[src/hdl/ptxcp_pkg.sv]
package ptxcp_pkg;
    // credit vector bit positions, shared by consumed and unlimited vectors
    localparam int CR_PH = 5;                  // posted header
    localparam int CR_PD = 4;                  // posted data
    localparam int CR_NPH = 3;                 // non-posted header
    localparam int CR_NPD = 2;                 // non-posted data
    localparam int CR_CPLH = 1;                // completion header
    localparam int CR_CPLD = 0;                // completion data
    localparam int CR_TYPES = 6;               // credit types
    localparam int DATA_CR_W = 12;             // data credit width
    localparam int HDR_CR_W = 8;               // header credit width
    localparam int DATA_CR_BYTES = 16;         // bytes per data credit
    localparam int HDR_CR_BYTES = 20;          // bytes per header credit
    localparam int DW_BYTES = 4;               // bytes per dword
    localparam int DW_PER_DATA_CR = DATA_CR_BYTES / DW_BYTES;
    localparam int RDY_LAT_MIN = 1;            // ready latency lower bound
    localparam int RDY_LAT_MAX = 2;            // ready latency upper bound
    localparam int FMT_DATA_BIT = 30;          // header dword0 fmt: has payload
    localparam int FMT_4DW_BIT = 29;           // header dword0 fmt: four dword header
    localparam int TYPE_LO = 24;               // header dword0 type field low bit
    localparam int TYPE_HI = 28;               // header dword0 type field high bit
    localparam logic [1:0] TYPE_CLASS_MSG = 2'h2; // type[4:3] = 2'b10 marks a message
    localparam logic [4:0] TYPE_CPL = 5'h0a;   // completion type code
    localparam logic [4:0] TYPE_MWR = 5'h00;   // memory write / read type code
    localparam logic [DATA_CR_W-1:0] RST_DATA_CR = 12'h000;
    localparam logic [HDR_CR_W-1:0] RST_HDR_CR = 8'h00;
    // credit class encoding of a packet
    typedef enum logic [1:0] {
        PTXCP_CLS_P   = 2'b00,
        PTXCP_CLS_NP  = 2'b01,
        PTXCP_CLS_CPL = 2'b10
    } ptxcp_cls_t;
endpackage

[src/hdl/ptxcp_port.sv]
module ptxcp_port #(
    parameter int                            DW = 64,      // transmit word width
    parameter int                            READY_LATENCY = 2,
    parameter logic [ptxcp_pkg::DATA_CR_W-1:0] CPLD_LIMIT = 12'h040,
    parameter logic [ptxcp_pkg::DATA_CR_W-1:0] NPD_LIMIT = 12'h010,
    parameter logic [ptxcp_pkg::DATA_CR_W-1:0] PD_LIMIT = 12'h040,
    parameter logic [ptxcp_pkg::HDR_CR_W-1:0]  CPLH_LIMIT = 8'h10,
    parameter logic [ptxcp_pkg::HDR_CR_W-1:0]  NPH_LIMIT = 8'h10,
    parameter logic [ptxcp_pkg::HDR_CR_W-1:0]  PH_LIMIT = 8'h10,
    parameter logic [ptxcp_pkg::CR_TYPES-1:0]  UNLIMITED = 6'h03,
    parameter logic [ptxcp_pkg::HDR_CR_W-1:0]  CPLH_CAP = 8'h40,
    parameter logic [ptxcp_pkg::DATA_CR_W-1:0] CPLD_CAP = 12'h100
) (
    input  wire logic                            mclk,
    input  wire logic                            rst,
    input  wire logic [DW-1:0]                   transmit_word,
    input  wire logic                            transmit_valid,
    input  wire logic                            transmit_packet_start,
    input  wire logic                            transmit_packet_end,
    input  wire logic [1:0]                      transmit_upper_empty,
    output logic                                 transmit_ready,
    output logic [ptxcp_pkg::DATA_CR_W-1:0]      cpl_data_credit_limit,
    output logic [ptxcp_pkg::DATA_CR_W-1:0]      np_data_credit_limit,
    output logic [ptxcp_pkg::DATA_CR_W-1:0]      p_data_credit_limit,
    output logic [ptxcp_pkg::HDR_CR_W-1:0]       cpl_header_credit_limit,
    output logic [ptxcp_pkg::HDR_CR_W-1:0]       np_header_credit_limit,
    output logic [ptxcp_pkg::HDR_CR_W-1:0]       p_header_credit_limit,
    output logic [ptxcp_pkg::CR_TYPES-1:0]       credit_consumed,
    output logic [ptxcp_pkg::CR_TYPES-1:0]       credit_unlimited_flags,
    output logic [ptxcp_pkg::HDR_CR_W-1:0]       cpl_header_buffer_capacity,
    output logic [ptxcp_pkg::DATA_CR_W-1:0]      cpl_payload_buffer_capacity,
    output logic [DW-1:0]                        egress_word,
    output logic                                 egress_valid,
    output logic                                 egress_packet_start,
    output logic                                 egress_packet_end,
    output logic [1:0]                           egress_upper_empty,
    input  wire logic                            egress_ready
);
    import ptxcp_pkg::*;

    localparam int BW = DW + 4;               // word plus start, end, empty

    // credit class of the header in dword0, messages count as posted
    function automatic ptxcp_cls_t hdr_class(input logic [31:0] dw0);
        logic [4:0] typ;
        typ = dw0[TYPE_HI:TYPE_LO];
        if (typ == TYPE_CPL) begin
            hdr_class = PTXCP_CLS_CPL;
        end else if (typ == TYPE_MWR && dw0[FMT_DATA_BIT]) begin
            hdr_class = PTXCP_CLS_P;
        end else if (typ[4:3] == TYPE_CLASS_MSG) begin
            hdr_class = PTXCP_CLS_P;
        end else begin
            hdr_class = PTXCP_CLS_NP;
        end
    endfunction

    // header dword0 sits in the lowest dword, packets start at the bottom
    wire [31:0]      hdr_dw0 = transmit_word[31:0];
    wire ptxcp_cls_t sop_cls = hdr_class(hdr_dw0);
    wire             sop_has_data = hdr_dw0[FMT_DATA_BIT];
    wire [9:0]       sop_len_dw = hdr_dw0[9:0];

    // static limit and capacity outputs
    assign cpl_data_credit_limit = CPLD_LIMIT;
    assign np_data_credit_limit = NPD_LIMIT;
    assign p_data_credit_limit = PD_LIMIT;
    assign cpl_header_credit_limit = CPLH_LIMIT;
    assign np_header_credit_limit = NPH_LIMIT;
    assign p_header_credit_limit = PH_LIMIT;
    assign credit_unlimited_flags = UNLIMITED;
    assign cpl_header_buffer_capacity = CPLH_CAP;
    assign cpl_payload_buffer_capacity = CPLD_CAP;

    // ready pipeline: application sees ready, words land latency later
    logic [RDY_LAT_MAX-1:0] rdy_pipe;                    // ready history
    logic                   buf_in_ready;                // buffer space
    wire                    accept = transmit_valid;     // valid only in window cycles, latency after ready
    wire                    window = rdy_pipe[READY_LATENCY-1];

    // ready only when the two-deep buffer can absorb every word in flight;
    // holding ready low while empty costs two bubbles per word but avoids overflow
    assign transmit_ready = buf_in_ready && !rdy_pipe[0] && !rdy_pipe[RDY_LAT_MAX-1];

    always_ff @(posedge mclk) begin
        if (rst) begin
            rdy_pipe <= '0;
        end else begin
            rdy_pipe <= {rdy_pipe[RDY_LAT_MAX-2:0], transmit_ready};
        end
    end

    // every taken start is charged, so a start right after an end
    // needs no idle cycle in between
    wire  take = accept && window;
    wire  take_start = take && transmit_packet_start;

    // credit charge on start: header and data in one cycle, or header alone
    logic [CR_TYPES-1:0] next_consumed;                  // pulse vector
    logic [CR_TYPES-1:0] cons_hdr;
    logic [CR_TYPES-1:0] cons_dat;
    assign cons_hdr = (sop_cls == PTXCP_CLS_P)   ? (6'h01 << CR_PH) :
                      (sop_cls == PTXCP_CLS_NP)  ? (6'h01 << CR_NPH) : (6'h01 << CR_CPLH);
    assign cons_dat = !sop_has_data ? 6'h00 :
                      (sop_cls == PTXCP_CLS_P)   ? (6'h01 << CR_PD) :
                      (sop_cls == PTXCP_CLS_NP)  ? (6'h01 << CR_NPD) : (6'h01 << CR_CPLD);
    assign next_consumed = take_start ? (cons_hdr | cons_dat) : 6'h00;

    // remaining data credits of a long payload, one per later cycle
    logic [9:0] data_cr_left;
    logic [CR_TYPES-1:0] data_bit;                       // data type of packet in charge
    // a zero length field means 1024 dwords; one extra bit avoids the wrap
    // payload alignment does not change the credit count
    wire  [10:0] sop_len_ext = (sop_len_dw == 10'h000) ? 11'h400 : {1'b0, sop_len_dw};
    wire  [9:0]  sop_data_cr = sop_has_data ?
                 10'((sop_len_ext + 11'(DW_PER_DATA_CR - 1)) / 11'(DW_PER_DATA_CR)) : 10'h000;

    always_ff @(posedge mclk) begin
        if (rst) begin
            credit_consumed <= '0;
            data_cr_left <= '0;
            data_bit <= '0;
        end else if (take_start) begin
            credit_consumed <= next_consumed;
            data_cr_left <= (sop_data_cr == 10'h000) ? 10'h000 : sop_data_cr - 10'h001;
            data_bit <= cons_dat;
        end else if (data_cr_left != 10'h000) begin
            credit_consumed <= data_bit;                  // data alone, header already taken
            data_cr_left <= data_cr_left - 10'h001;
        end else begin
            credit_consumed <= '0;
        end
    end

    // buffer in the data path toward the transaction layer
    ptxcp_buf #(
        .W(BW)
    ) u_buf (
        .mclk      (mclk),
        .rst       (rst),
        .in_data   ({transmit_upper_empty, transmit_packet_end, transmit_packet_start, transmit_word}),
        .in_valid  (take),
        .in_ready  (buf_in_ready),
        .out_data  ({egress_upper_empty, egress_packet_end, egress_packet_start, egress_word}),
        .out_valid (egress_valid),
        .out_ready (egress_ready)
    );

    // a word taken while buffer is full would be lost; ready gating prevents it
    property p_no_overflow;
        @(posedge mclk) disable iff (rst) take |-> buf_in_ready;
    endproperty
    a_no_overflow: assert property (p_no_overflow) else $error("word taken while buffer full");
    // at most one header and one data credit type in a cycle
    property p_hdr_pair;
        @(posedge mclk) disable iff (rst)
            $countones(credit_consumed & 6'h2a) <= 1 && $countones(credit_consumed & 6'h15) <= 1;
    endproperty
    a_hdr_pair: assert property (p_hdr_pair) else $error("illegal credit combination");
    // a header pulse lasts one cycle unless another start follows at once
    property p_pulse_hdr;
        @(posedge mclk) disable iff (rst)
            (|(credit_consumed & 6'h2a)) |=> !(|(credit_consumed & 6'h2a)) || $past(take_start);
    endproperty
    a_pulse_hdr: assert property (p_pulse_hdr) else $error("header pulse too long");
    // every taken start is charged one cycle later
    property p_start_charges;
        @(posedge mclk) disable iff (rst) take_start |=> (|(credit_consumed & 6'h2a));
    endproperty
    a_start_charges: assert property (p_start_charges) else $error("start without header credit");
    // limits and capacities never move
    property p_limits_static;
        @(posedge mclk) disable iff (rst)
            ##1 $stable(p_data_credit_limit) && $stable(np_data_credit_limit) && $stable(cpl_data_credit_limit);
    endproperty
    a_limits_static: assert property (p_limits_static) else $error("limit changed");
    property p_hlimits_static;
        @(posedge mclk) disable iff (rst)
            ##1 $stable(np_header_credit_limit) && $stable(p_header_credit_limit) && $stable(cpl_header_credit_limit);
    endproperty
    a_hlimits_static: assert property (p_hlimits_static) else $error("header limit changed");
    property p_cap_static;
        @(posedge mclk) disable iff (rst) ##1 $stable(cpl_header_buffer_capacity);
    endproperty
    a_cap_static: assert property (p_cap_static) else $error("capacity changed");
    property p_dcap_static;
        @(posedge mclk) disable iff (rst) ##1 $stable(cpl_payload_buffer_capacity);
    endproperty
    a_dcap_static: assert property (p_dcap_static) else $error("payload capacity changed");
    // a taken word is offered downstream in the next cycle
    property p_taken_out;
        @(posedge mclk) disable iff (rst) take |=> egress_valid;
    endproperty
    a_taken_out: assert property (p_taken_out) else $error("taken word not offered");
endmodule

[src/hdl/ptxcp_buf.sv]
// two-entry skid buffer; a stall downstream loses no word
module ptxcp_buf #(
    parameter int W = 64
) (
    input  wire logic         mclk,
    input  wire logic         rst,
    input  wire logic [W-1:0] in_data,
    input  wire logic         in_valid,
    output logic              in_ready,
    output logic [W-1:0]      out_data,
    output logic              out_valid,
    input  wire logic         out_ready
);
    logic [W-1:0] slot [2];        // storage entries
    logic         rd_ptr;          // oldest entry
    logic         wr_ptr;          // next free entry
    logic [1:0]   count;           // entries held
    wire          push = in_valid && in_ready;
    wire          pop = out_valid && out_ready;

    assign in_ready = (count != 2'h2);   // honest full
    assign out_valid = (count != 2'h0);  // honest empty
    assign out_data = slot[rd_ptr];

    // pointer and occupancy update
    always_ff @(posedge mclk) begin
        if (rst) begin
            rd_ptr <= 1'b0;
            wr_ptr <= 1'b0;
            count <= 2'h0;
        end else begin
            if (push) begin
                wr_ptr <= ~wr_ptr;
            end
            if (pop) begin
                rd_ptr <= ~rd_ptr;
            end
            count <= count + {1'b0, push} - {1'b0, pop};
        end
    end

    // data store, no reset needed for payload
    always_ff @(posedge mclk) begin
        if (push) begin
            slot[wr_ptr] <= in_data;
        end
    end
endmodule

[config.mk]
export PLATFORM = sky130hd
export DESIGN_NAME = ptxcp_port
export DESIGN_NICKNAME = d
export VERILOG_FILES = /design/src/hdl/ptxcp_pkg.sv /design/src/hdl/ptxcp_port.sv /design/src/hdl/ptxcp_buf.sv
export SDC_FILE = /design/constraint.sdc
export NUM_CORES = 1
export LEC_CHECK = 0
export ABC_AREA = 1
export BUFFER_PORTS_ARGS = -buffer_cell sky130_fd_sc_hd__buf_2
export CAP_MARGIN = 20
export CORE_AREA = 2 2 147 149
export CTS_CLUSTER_SIZE = 30
export DETAILED_ROUTE_END_ITERATION = 8
export DIE_AREA = 0 0 149 151
export PLACE_DENSITY = 0.7
export SLEW_MARGIN = 20
export SYNTH_ARGS = -nofsm -noshare
export SYNTH_HDL_FRONTEND = slang
export SYNTH_SLANG_ARGS = --single-unit
[constraint.sdc]
create_clock -name mclk -period 5.25 [get_ports mclk]
set_clock_uncertainty 0.2 [all_clocks]
set_input_delay 0.7875 -clock mclk [delete_from_list [all_inputs] [get_ports mclk]]
set_output_delay 0.7875 -clock mclk [all_outputs]
set_load 0.01 [all_outputs]
After elaboration in Yosys (flattened, before gate mapping). Memory sizes are Yosys's and may differ from the RTL's. A register that Yosys moved wholly into a read port is not among the register bits. Cells that the tools add are included.

Output and inout port bits: 162. Bits of input ports: 72. Flip-flop bits (word level): 28. Bits in writable memories: 136. Memories kept: 1. Logic and storage cells: 55.

Add/sub/neg operators: 5. Bitwise logic cells: 3. Multiplexer cells: 19. Equality and inequality tests: 4. Reductions and logical operators: 16.

Memory list: u_buf.slot (words 2, bits a word 68, read ports 1, clocked after Yosys merged registers in 1, wr ports 1, RTL line ptxcp_buf.sv:14) `logic [W-1:0] slot [2];`.

Operators with widths (number): two-way mux 10 bit (3); logical NOT 10 bit (2); two-way mux 6 bit (3); adder 11 x 2 -> 11 bit, second input constant (1); two-way mux 11 bit (1); two-way mux 5 bit (2); nonzero test 10 bit (1); subtractor 10 x 1 -> 10 bit, second input constant (1); subtractor 9 x 1 -> 10 bit, second input constant (1); two-way mux 9 bit (1); logical AND 1 bit (7); two-way mux 1 bit (6); OR 6 x 5 -> 6 bit (1); == test 5 x 4 -> 1 bit, second input constant (1); logical NOT 5 bit (1); two-way mux 4 bit (1); nonzero test 2 bit (2); two-way mux 3 bit (1); adder 2 x 1 -> 2 bit (1); == test 2 x 1 -> 1 bit, second input constant (1); == test 2 bit, second input constant (1); logical NOT 1 bit (2); logical NOT 2 bit (1); two-way mux 2 bit (1); other kinds (3) (4).

Logic depth before layout (Yosys ltp).
Word-level depth: 10. Mapped depth: 13. Depth with buffers taken out: 13.

Modules after synthesis. Synthesis repeated with hierarchy kept, for this count alone.

Cell total of the unflattened synthesis: 570. Area, all modules: 7328.3 um^2.

By module, submodules not included: ptxcp_buf (times used 1, seq. area each 4184.0 um^2, cells an instance 249, area each 5241.3 um^2); ptxcp_port (times used 1, seq. area each 420.4 um^2, cells an instance 321, area each 2087.0 um^2).

Least setup slack after synthesis. OpenSTA, ideal clock, no wires.

Path kind: in2reg. From: input transmit_valid. To: memory u_buf.slot[1][0] (netlist name), enable pin. Setup slack: 526 ps. Data required time: 4554 ps. Setup time: 496 ps. Cell stages on the path: 4. Arrival time: 4028 ps. Path buffers: 0. Cells stage by stage: inv_1 > nor3_1 > inv_1 > nor2_1.

Cells in the longest elaborated chain, start to end: 4.

Ends and longest elaborated chain: start, declared (RTL line ptxcp_port.sv:17) `input wire logic transmit_valid,`; logical AND 1 bit (RTL line ptxcp_port.sv:95) `wire take = accept && window;`; logical AND 1 bit (RTL line ptxcp_buf.sv:18) `wire push = in_valid && in_ready;`; via u_buf.push (RTL line ptxcp_buf.sv:18); two-way mux 1 bit (RTL line ptxcp_buf.sv:44) `if (push) begin`; two-way mux 1 bit (not written as such) (RTL line ptxcp_buf.sv:45) `slot[wr_ptr] <= in_data;`; end, declared (RTL line ptxcp_buf.sv:14).

The timed path passes the listed nets, and every way through them passes these cells.

==> results by group <==
Yosys
  • Synth Area in Adders: 0.8678%
  • Post-synth top area share: 56.65%
  • XOR/XNOR Fraction of Synth Area: 1.093%
  • Yosys warnings: 0
  • Count of different cell masters after synthesis: 35
  • Post-synthesis sequential area ratio: 63.87%
  • Post-synthesis simple-gate area fraction: 9.077%
  • Synth Area in Compound Gates: 2.551%
  • Top-count cell post-synth: edfxtp_1
  • Mapped cell area: 7209 um^2
  • FFs w/ async S/R, synth: 0%
  • EDFF count, synth: 136
  • Post-synthesis register bit count: 162
  • Syn Area/Cell: 12.99 um^2
  • Main area contributors after synthesis: edfxtp_1 57%, mux2_2 11%, buf_4 9.0%
  • Cell count after synthesis: 555
  • Mux cell area share after synthesis: 10.62%
  • Synth top cells by count: 136 x edfxtp_1, 86 x buf_4, 68 x mux2_2, 55 x nand2_1, 38 x inv_1
  • Area leader, netlist: edfxtp_1
  • Main combinational cell family by area after synthesis: buffers and inverters
  • Ys flop type: edfxtp_1

CTS
  • Clock Path Buffers: 2
  • # hold bufs at CTS: 0
  • Clk_lat worst skew: 0.41 ns
  • Clk slew on worst S/H paths: 0.07 ns
  • CTS tree: done
  • Post-cts gate resize count: 0
  • Num CTS Buffers: 17
  • Root Driver: clkbuf_16
  • H-tree levels: 4
  • Clk sink count: 162
  • Postcts setup bufs: 0

Critical path
  • WS Path Type: reg -> out
  • Slowest stage cell, crit path: dfxtp_4
  • Crit path buf inv count: 1
  • Largest stage delay on the critical path: 0.96 ns
  • CP cell instances: mux2_2, buf_2
  • Flop-to-flop setup slack: 2.93 ns
  • Crit. End Element: output pin
  • CP required: 4.26 ns
  • R2r startpoint: rdy_pipe[1]
  • Startpoint Class: flop
  • CP delay by family, top: flip-flops
  • Worst-path fanout max: 68
  • Worst reg2reg path endpoint: u_buf.slot[0][39]
  • R2R depth: 5
  • WP data arrival: 2.01 ns

Floorplanning
  • Core area: 20820 um^2
  • IO Pins: 234
  • Chip width: 149 um
  • Die Area: 22500 um^2
  • Initial core utilization: 34.62%
  • FP Rows: 53
  • Chip height: 151 um

Timing
  • Setup TNS: 0 ns
  • Final setup fails: 0
  • Post-route setup slack: 2.249 ns
  • Fmax: 333.2 MHz
  • Final hold viol count: 0
  • Final period util: 57.16%
  • Rel. slew slack: 35.65%
  • Actual slew at the worst max-slew pin: 0.9653 ns
  • Fin. max-slew vios: 0
  • RSZ-0062 raised after global routing: no
  • Hold_ws: 0.2425 ns
  • Final Critical Period: 3.001 ns

Placement
  • Final estimated routing congestion in global placement: 0.7932
  • DP Area: 7959 um^2
  • Port bufs: 147
  • DP Wirelength: 9041 um
  • Post-placement cell count: 966
  • DP Worst Slack: 2.426 ns

Layout
  • Fin area: 8616 um^2
  • Footprint of the multi-input gates: 2083 um^2
  • Share of cells above drive strength 1: 38.17%
  • Fillers: 1949
  • N_diodes: 0
  • Finished Layout Cells: 998
  • Area grow syn2layout: 19.51%
  • Nets: 787
  • Register area: 4608 um^2

Drt
  • DR WL/cell: 13.36 um
  • Drt pass-1 iters: 4
  • Via count: 4246
  • DRC Markers: 0
  • Vias per std cell: 4.255
  • Antenna Nets Post-Route: 0
  • Iter 0 DRT Violations: 151
  • Total Routed Length: 13340 um

Power
  • Sequential share of power: 42.7%
  • Maximum vdd drop: 0.0002232 V
  • Power Dens Cells: 437.2 nW/um^2
  • Internal: 2.724 mW
  • Leakage Power: 3.516 nW
  • Combinational share of power: 21.0%
  • Clock power frac: 36.3%
  • Switching share of total power: 27.68%
  • NetSw: 1.043 mW

GRT
  • All-Layer GR Usage: 11.49%
  • First-pass GRT wire length: 19910 um
  • Largest net degree at the start of global routing: 70
  • Initial antenna violation count: 0
  • Vias in the first global route: 4126
  • GRT overflow: 0

Outcome
  • Outcome: finished clean

Flow run
  • Max Cap Violations: 0

Min path
  • Hold path cells: 2
  • Hold crit path type: reg -> reg
  • Worst Hold Path EP: rdy_pipe[1]
  • Hold path start: rdy_pipe[0]
layout make-up:
class                      count  area share (%)
timing repair buffer         149           8.859
multi-input combinational    338           24.18
tap                          275           3.994
inverter                      42           1.859
clock buffer                  18           4.981
clock inverter                14           2.643
sequential                   162           53.49
worst max-delay path by stage:
stage                              start                 to  slack [ns]  cells past startpoint
final                               flop    egress_word[17]        2.25                      2
after global routing                flop    egress_word[18]        2.17                      2
after CTS                           flop    egress_word[17]        2.21                      2
after detailed placement  transmit_valid  u_buf.slot[0][16]        2.43                      6
after global placement    transmit_valid  u_buf.slot[0][13]        2.43                      6
after floorplan           transmit_valid   u_buf.slot[1][0]        0.53                      4
logic make-up (layout without fill, tap and decap cells):
kind of cell,after synthesis,after routing
adder cells (fa/ha/maj),5,5
flip-flops,162,162
AO/OA/AOI/OAI,34,34
AND/OR/NAND/NOR,136,136
other,2,86
multiplexers,68,68
buffers and inverters,139,223
XOR/XNOR,9,9
tightest hold or removal path: cells and delay by family, from the launching register on:
family        cells  cell delay, ns
buf+inv           1            0.05
simple gates      1            0.03
flops             1            0.32
sequential cells by signal (all words and copies together) (netlist names), named ones only:
register / cells
u_buf.count: 2
u_buf.slot: 136
data_cr_left: 10
u_buf.wr_ptr: 1
data_bit: 3
u_buf.rd_ptr: 1
rdy_pipe: 2
credit_consumed: 6
placed cells by master, fill, tap and decap left out, drive strengths merged:
master      n
inv        45
bufinv      5
clkinvlp    2
o21bai      1
nor4        1
a21oi      19
clkbuf     18
xnor2       3
ha          5
nand4       2
or3         1
buf       149
mux2       68
nand2      64
nor3        5
edfxtp    136
nor2       42
clkinv      4
a31oi       1
or2         1
xor2        6
conb       86
o21ba       1
nand3      20
a21boi      2
dfxtp      26
o21ai      10
stage by stage:
step | power [mW] | utilization [%]
global placement | 2.423 | 38.22
CTS | 3.810 | 41.38
global route | 3.959 | 41.38
floorplan | 2.219 | -
finish | 3.767 | 41.38
detailed placement | 2.435 | 38.22
per-layer routing:
layer	up-vias	routed length [um]	global-route usage, %
li1	2052	-	-
met1	2033	5254	12.28
met2	142	6997	21.57
met3	19	779	2.651
met4	0	305	5.143
met5	-	0	0
power groups by stage:
stage,Combinational (mW),Clock (mW),Sequential (mW)
after floorplan,0.661,0,1.56
after global placement,0.786,0,1.64
after detailed placement,0.796,0,1.64
after CTS,0.801,1.40,1.61
after global routing,0.885,1.45,1.63
final,0.791,1.37,1.61
No activity file was read; power rests on OpenSTA's default activity.
